$ cat src/common/lsd_params.svh
// Purpose: constants for the segment shift/latch driver
// Assumes: 40 MHz core clock
// Notes: times in ns, cycle counts derived from them
`ifndef LSD_PARAMS_SVH
`define LSD_PARAMS_SVH
`define LSD_STAGES 120
`define LSD_SEGS 60
`define LSD_CLK_NS 25
`define LSD_FIFO_DEPTH 16
// least load high time, in ns, and in cycles (rounded up)
`define LSD_LOAD_HIGH_NS 100
`define LSD_LOAD_HIGH_CYC ((`LSD_LOAD_HIGH_NS + `LSD_CLK_NS - 1) / `LSD_CLK_NS)
`endif

$ cat src/common/lsd_pkg.sv
// Purpose: types for the segment shift/latch driver
// Assumes: lsd_params.svh constants
// Notes: none
`include "lsd_params.svh"
package lsd_pkg;
    // common drive level: high, low or middle
    typedef enum logic [1:0] {LSD_LVL_LOW, LSD_LVL_HIGH, LSD_LVL_MID} lsd_lvl_e;
    typedef struct packed {
        lsd_lvl_e com_a;
        lsd_lvl_e com_b;
    } lsd_com_s;
    typedef enum logic {LSD_SEL_A, LSD_SEL_B} lsd_sel_e;
endpackage : lsd_pkg

$ cat src/hw/lsd_fifo.sv
// Purpose: small flip-flop FIFO with valid/ready on both sides
// Assumes: depth is a power of two
// Notes: full and empty are exact
`timescale 1ns/10ps
`default_nettype none
module lsd_fifo #(
    parameter int WIDTH = 1,
    parameter int DEPTH = 16
) (
    input wire logic i_clk,
    input wire logic i_rstn,
    input wire logic i_in_valid,
    output logic o_in_ready,
    input wire logic [WIDTH-1:0] i_in_data,
    output logic o_out_valid,
    input wire logic i_out_ready,
    output logic [WIDTH-1:0] o_out_data
);
    localparam int AW = $clog2(DEPTH);
    logic [WIDTH-1:0] mem_reg [DEPTH];
    logic [AW:0] wr_reg, wr_next, rd_reg, rd_next;
    logic push, pop, full, empty;
    always_comb
    begin
        full = (wr_reg[AW] != rd_reg[AW]) && (wr_reg[AW-1:0] == rd_reg[AW-1:0]);
        empty = (wr_reg == rd_reg);
        push = i_in_valid && !full;
        pop = i_out_ready && !empty;
        wr_next = wr_reg + (AW+1)'(push);
        rd_next = rd_reg + (AW+1)'(pop);
    end
    always_ff @(posedge i_clk or negedge i_rstn)
    begin
        if (!i_rstn)
        begin
            wr_reg <= '0;
            rd_reg <= '0;
        end
        else
        begin
            wr_reg <= wr_next;
            rd_reg <= rd_next;
        end
    end
    always_ff @(posedge i_clk)
    begin
        if (push)
        begin
            mem_reg[wr_reg[AW-1:0]] <= i_in_data;
        end
    end
    assign o_in_ready = !full;
    assign o_out_valid = !empty;
    assign o_out_data = mem_reg[rd_reg[AW-1:0]];
endmodule : lsd_fifo
`default_nettype wire

$ cat src/hw/lsd_driver.sv
// Purpose: serial-in segment driver: shift register, latch, drive logic
// Assumes: all pins asynchronous to i_clk, shift clock well below 20 MHz
// Notes: segment/common levels are logic codes, not analog drive
`timescale 1ns/10ps
`default_nettype none
`include "lsd_params.svh"
module lsd_driver #(
    parameter int STAGES = `LSD_STAGES,
    parameter int SEGS = `LSD_SEGS,
    parameter int FIFO_DEPTH = `LSD_FIFO_DEPTH
) (
    input wire logic i_clk,
    input wire logic i_rstn,
    input wire logic i_shift_clk,
    input wire logic i_data_in,
    input wire logic i_load,
    input wire logic i_phase_ref,
    input wire logic i_dual_mode,
    input wire logic i_all_off_test,
    input wire logic i_all_on_test_input,
    output logic [SEGS-1:0] o_segment_output,
    output lsd_pkg::lsd_com_s o_com,
    output logic o_fifo_full
);
    import lsd_pkg::*;

    // two-flop synchronisers for every pin
    logic [5:0] s1_reg, s2_reg;
    logic sclk_d_reg;
    always_ff @(posedge i_clk or negedge i_rstn)
    begin
        if (!i_rstn)
        begin
            s1_reg <= '0;
            s2_reg <= '0;
            sclk_d_reg <= 1'b0;
        end
        else
        begin
            s1_reg <= {i_shift_clk, i_data_in, i_load, i_phase_ref,
                       i_dual_mode, i_all_off_test};
            s2_reg <= s1_reg;
            sclk_d_reg <= s2_reg[5];
        end
    end
    logic on_test_s1_reg, on_test_reg;
    always_ff @(posedge i_clk or negedge i_rstn)
    begin
        if (!i_rstn)
        begin
            on_test_s1_reg <= 1'b0;
            on_test_reg <= 1'b0;
        end
        else
        begin
            on_test_s1_reg <= i_all_on_test_input;
            on_test_reg <= on_test_s1_reg;
        end
    end
    logic sclk_s, data_s, load_s, phase_s, dual_s, off_s, sclk_rise;
    assign sclk_s = s2_reg[5];
    assign data_s = s2_reg[4];
    assign load_s = s2_reg[3];
    assign phase_s = s2_reg[2];
    assign dual_s = s2_reg[1];
    assign off_s = s2_reg[0];
    assign sclk_rise = sclk_s && !sclk_d_reg;

    // sampled bits queue here; the shifter drains one per cycle, and a
    // pending load waits until every earlier bit has been shifted
    logic f_in_ready, f_out_valid, f_out_data, drain;
    lsd_fifo #(.WIDTH(1), .DEPTH(FIFO_DEPTH)) u_fifo (
        .i_clk(i_clk),
        .i_rstn(i_rstn),
        .i_in_valid(sclk_rise),
        .o_in_ready(f_in_ready),
        .i_in_data(data_s),
        .o_out_valid(f_out_valid),
        .i_out_ready(drain),
        .o_out_data(f_out_data)
    );

    logic [STAGES-1:0] shift_reg, shift_next;
    logic [STAGES-1:0] latch_reg, latch_next;
    logic full_reg, full_next;
    logic load_d_reg, catch_reg, catch_next;
    always_comb
    begin
        // a load that finds bits still queued lets them drain first, so
        // the latch never takes a frame short of its tail
        catch_next = catch_reg;
        if (!load_s || !f_out_valid)
        begin
            catch_next = 1'b0;
        end
        else if (!load_d_reg)
        begin
            catch_next = 1'b1;
        end
        // bits arriving during a load wait for its end; past the queue
        // depth they are lost, and the full flag tells the host so
        drain = !load_s || catch_next;
        shift_next = shift_reg;
        latch_next = latch_reg;
        full_next = !f_in_ready;
        if (drain && f_out_valid)
        begin
            shift_next = {shift_reg[STAGES-2:0], f_out_data};
        end
        if (load_s && !f_out_valid)
        begin
            latch_next = shift_reg;
        end
    end
    always_ff @(posedge i_clk or negedge i_rstn)
    begin
        if (!i_rstn)
        begin
            shift_reg <= '0;
            latch_reg <= '0;
            full_reg <= 1'b0;
            load_d_reg <= 1'b0;
            catch_reg <= 1'b0;
        end
        else
        begin
            shift_reg <= shift_next;
            latch_reg <= latch_next;
            full_reg <= full_next;
            load_d_reg <= load_s;
            catch_reg <= catch_next;
        end
    end

    // common phase: in half duty the selected common alternates each frame
    // of the phase reference, swapping on its falling edge (one low half then one high half)
    logic phase_d_reg;
    lsd_sel_e sel_reg, sel_next;
    lsd_com_s com_next;
    logic [SEGS-1:0] seg_next;
    logic com_wave;
    always_comb
    begin
        sel_next = sel_reg;
        if (!dual_s)
        begin
            sel_next = LSD_SEL_A;
        end
        else if (phase_d_reg && !phase_s)
        begin
            sel_next = (sel_reg == LSD_SEL_A) ? LSD_SEL_B : LSD_SEL_A;
        end
        com_wave = phase_s;
        // commons follow the next select, so the outgoing common parks
        // at middle on the swap cycle itself instead of one late low
        // selected toggles, other mid
        if (!dual_s)
        begin
            com_next.com_a = com_wave ? LSD_LVL_HIGH : LSD_LVL_LOW;
            com_next.com_b = com_next.com_a;
        end
        else if (sel_next == LSD_SEL_A)
        begin
            com_next.com_a = com_wave ? LSD_LVL_HIGH : LSD_LVL_LOW;
            com_next.com_b = LSD_LVL_MID;
        end
        else
        begin
            com_next.com_a = LSD_LVL_MID;
            com_next.com_b = com_wave ? LSD_LVL_HIGH : LSD_LVL_LOW;
        end
    end
    genvar g;
    generate
        for (g = 0; g < SEGS; g++)
        begin : g_seg
            logic bit_on;
            // first-shifted bit ends deepest, so segment n is bit n-1
            // low half in static and with first common
            assign bit_on = (dual_s && sel_next == LSD_SEL_B) ?
                latch_reg[SEGS + g] : latch_reg[g];
            // inverse when on; tests force off or on
            assign seg_next[g] = off_s ? com_wave :
                (on_test_reg ? !com_wave : (com_wave ^ bit_on));
        end
    endgenerate
    always_ff @(posedge i_clk or negedge i_rstn)
    begin
        if (!i_rstn)
        begin
            phase_d_reg <= 1'b0;
            sel_reg <= LSD_SEL_A;
            o_com <= '{LSD_LVL_MID, LSD_LVL_MID};
            o_segment_output <= '0;
            o_fifo_full <= 1'b0;
        end
        else
        begin
            phase_d_reg <= phase_s;
            sel_reg <= sel_next;
            o_com <= com_next;
            o_segment_output <= seg_next;
            o_fifo_full <= full_reg;
        end
    end
endmodule : lsd_driver
`default_nettype wire

$ cat config.mk
export PLATFORM = sky130hd
export DESIGN_NAME = lsd_driver
export DESIGN_NICKNAME = d
export VERILOG_FILES = /design/src/common/lsd_pkg.sv /design/src/hw/lsd_fifo.sv /design/src/hw/lsd_driver.sv
export VERILOG_INCLUDE_DIRS = /design/src /design/src/common
export SDC_FILE = /design/constraint.sdc
export NUM_CORES = 1
export LEC_CHECK = 0
export BUFFER_PORTS_ARGS = -buffer_cell sky130_fd_sc_hd__buf_4
export CAP_MARGIN = 20
export CELL_PAD_IN_SITES_DETAIL_PLACEMENT = 1
export CELL_PAD_IN_SITES_GLOBAL_PLACEMENT = 1
export CORE_ASPECT_RATIO = 0.7
export CORE_UTILIZATION = 35
export CTS_BUF_LIST = sky130_fd_sc_hd__clkbuf_16
export DETAILED_ROUTE_END_ITERATION = 10
export HOLD_SLACK_MARGIN = 0.05
export PLACE_DENSITY = 0.67
export SLEW_MARGIN = 20
export SYNTH_ARGS = -nofsm -noshare
export SYNTH_HDL_FRONTEND = slang
export SYNTH_SLANG_ARGS = --single-unit
$ cat constraint.sdc
create_clock -name i_clk -period 6.6 [get_ports i_clk]
set_input_delay 0.33 -clock i_clk [delete_from_list [all_inputs] [get_ports i_clk]]
set_output_delay 0.33 -clock i_clk [all_outputs]
set_load 0.1 [all_outputs]
==> impl_metrics.yaml <==
job:
  max_cap_violations: 0
clock_network:
  cts_tree: "built"
  cts_made_buffers: 36
  cts_buffer_depth: 3
  clock_sinks: 351
  clk_pin_slew_worst_paths_ns: 0.06
  htree_levels: 2
  cts_setup_buffers: 0
  cts_root_buf: "clkbuf_16"
  clock_latency_ns: 0.53
grt:
  antenna_found_initial: 0
  track_usage_pct: 14.7
  grt_pass1_wl_um: 52000
  grt_max_degree: 172
  grt_pass1_vias: 9192
  grt-ovfl-total: 0
placed_design:
  hpwlAfterDp_um: 17500
  dp_cells: 1540
  pre_cts_ws_ns: 3.67
  port_buffers: 73
  place_area_um2: 16000
  place_congestion: 0.701
drt:
  vias: 8164
  ant_nets: 0
  top_layer: "met4"
  routed_wl_um: 31100
  first_pass_iters: 4
  routed_via_density: 5.08
  wl_per_cell_um: 19.4
  drt_iter0_drc: 433
  wl_met2_um: 14400
  drc: 0
  met1_length_um: 15200
  dr_wl_met3_um: 928
finish:
  syn_to_final_growth_pct: 13.7
  n_fill_cell: 4273
  nets: 1047
  n_antenna_cell: 0
  multiInputGateArea_um2: 5740
  ff_latch_area_um2: 8870
  final_cells: 1607
  fin_area_um2: 17100
  drive_gt1_share_pct: 36.6
  utilization_pct: 40.4
power:
  powerDensity_nw_per_um2: 361
  totalPowerFinal_mw: 6.17
  power_leakage_nw: 8.65
  max-vdd-ir-drop_mv: 0.159
die:
  core_area_um2: 42300
  rows: 63
  die_x_um: 250
  initial_core_util_pct: 35.5
  die_area_um2: 43800
  dieHeight_um: 175
  ios: 74
min_path:
  hold_depth: 0
  hp-start: "s1_reg[3]$_DFF_PN0_"
  holdPathEnd: "s2_reg[3]$_DFF_PN0_"
  hp-class: "flop to flop"
timing:
  fin_crit_sh_pct: 44.7
  finClkSkew_ns: 0.0345
  setup_violations: 0
  finalHoldViolations: 0
  slew_headroom_pct: 29.2
  worst_pin_slew_ns: 1.04
  timing.final.ws_setup_ns: 3.65
  tns_ns: 0
  rsz0062_at_grt: "false"
  hold_slack_ns: 0.350
  fmax_mhz: 339
  period_minus_slack_ns: 2.95
  slew_viol_final: 0
critical_path:
  worstSetupEndpointType: "flop"
  r2r_end: "shift_reg[25]$_DFFE_PN0P_"
  critPathMaxFanout: 76
  critPathRequiredTime_ns: 7.01
  crit_type: "flop to flop"
  cp.arrival_ns: 3.36
  rrSetupSlack_ns: 3.65
  start_kind: "flop"
  reg2reg_from: "u_fifo.wr_reg[3]$_DFF_PN0_"
  reg2regPathDepth: 6
yosys:
  synth_fp_nets: 993
  syn_area_um2: 15000
  synth.yosys.seq_area_share_pct: 59.0
  async_flop_share_pct: 95.4
  syn_inst: 980
  synth_cell_types: 37
  synth_area_per_cell_um2: 15.3
  ys_warn_count: 0
  synth_top_flop_cell: "dfrtp_1"
  ys_ff_latch: 351
  synth-edff-count: 16
outcome:
  outcome: "finished, final reports clean"
worst max-delay path: stages (launching register included):
cell     delay [ns]
dfrtp_1        0.51
xnor2_1        0.24
nand4_2        0.16
nor2_2         0.22
a21o_4         0.64
buf_12         0.48
mux2_2         0.41
worst max path at each step:
stage / slack, ns / startpoint / to
after floorplan: 4.47 / u_fifo.rd_reg[2]$_DFF_PN0_ / u_fifo.rd_reg[4]$_DFF_PN0_
after global placement: 3.69 / s2_reg[2]$_DFF_PN0_ / o_segment_output[27]$_DFF_PN0_
after detailed placement: 3.67 / s2_reg[2]$_DFF_PN0_ / o_segment_output[54]$_DFF_PN0_
after CTS: 3.60 / s2_reg[2]$_DFF_PN0_ / o_segment_output[54]$_DFF_PN0_
after global routing: 3.45 / s2_reg[2]$_DFF_PN0_ / o_segment_output[27]$_DFF_PN0_
final: 3.65 / u_fifo.wr_reg[3]$_DFF_PN0_ / shift_reg[25]$_DFFE_PN0P_
layer usage:
layer / track usage (%) / vias up
met4: 4.24 / 0
met1: 20.7 / 4320
li1: - / 3697
met3: 2.53 / 44
met5: 0 / -
met2: 23.3 / 103
repair_timing:
action / CTS / global route
endpoints found under the hold margin: 102 / 0
hold buffers: 8 / 0
resized for setup: 0 / 0
cells in the mapped netlist, types with 2 or more instances:
| master | n | area (um^2) |
|---|---|---|
| dfrtp_1 | 333 | 8330 |
| mux2_4 | 189 | 2840 |
| a211oi_1 | 121 | 908 |
| a21o_1 | 61 | 458 |
| and3_1 | 60 | 375 |
| mux2_2 | 51 | 574 |
| clkbuf_1 | 36 | 135 |
| buf_6 | 20 | 225 |
| edfxtp_1 | 16 | 480 |
| buf_2 | 15 | 75.1 |
| nor2_1 | 14 | 52.6 |
| xnor2_1 | 9 | 78.8 |
| nand3_1 | 5 | 25.0 |
| ha_1 | 4 | 50.1 |
| mux4_2 | 4 | 90.1 |
| nor2b_1 | 4 | 25.0 |
| nor3_1 | 4 | 20.0 |
| buf_4 | 3 | 22.5 |
| inv_1 | 3 | 11.3 |
| nand2_1 | 3 | 11.3 |
| nand2b_1 | 3 | 18.8 |
| xor2_1 | 3 | 26.3 |
| buf_1 | 2 | 7.51 |
| dfstp_2 | 2 | 52.6 |
| mux2i_1 | 2 | 20.0 |
| nand3b_1 | 2 | 15.0 |
placed cells by master (no fill, tap or decap), drive strengths merged:
cell / netlist / final
dfrtp: 333 / 333
mux2: 240 / 240
a211oi: 121 / 121
buf: 40 / 84
a21o: 61 / 61
and3: 60 / 60
clkbuf: 36 / 37
edfxtp: 16 / 16
nor2: 15 / 15
inv: 3 / 12
xnor2: 10 / 10
clkinv: 0 / 10
dlygate4sd3: 0 / 8
nand3: 5 / 5
nor3: 4 / 4
mux4: 4 / 4
ha: 4 / 4
nand2b: 4 / 4
nor2b: 4 / 4
nand2: 4 / 4
xor2: 3 / 3
nand3b: 2 / 2
clkinvlp: 0 / 2
dfstp: 2 / 2
mux2i: 2 / 2
nand4: 1 / 1
o21ba: 1 / 1
and2: 1 / 1
nor3b: 1 / 1
or4: 1 / 1
or2: 1 / 1
a21oi: 1 / 1
bufinv: 0 / 1
where the power goes:
group | leakage (nW) | switching [mW] | internal, mW
Sequential | 4.52 | 0.264 | 2.48
Clock | 0.543 | 0.829 | 1.05
Combinational | 3.59 | 0.928 | 0.629
layout make-up:
cell class | count | area share, %
sequential | 351 | 51.9
multi-input combinational | 550 | 33.6
clock buffer | 37 | 5.42
timing repair buffer | 92 | 4.35
tap | 552 | 4.04
clock inverter | 22 | 0.710
inverter | 3 | 0.0659
cell families after synthesis:
| kind of cell | count (synthesis) | synth area share (%) |
|---|---|---|
| AO/OA/AOI/OAI | 184 | 9.19 |
| XOR/XNOR | 13 | 0.882 |
| AND/OR/NAND/NOR | 103 | 4.05 |
| flip-flops | 351 | 59.0 |
| multiplexers | 246 | 23.4 |
| adder cells (fa/ha/maj) | 4 | 0.333 |
| buffers and inverters | 79 | 3.17 |
(Power assumes the default switching activity.)
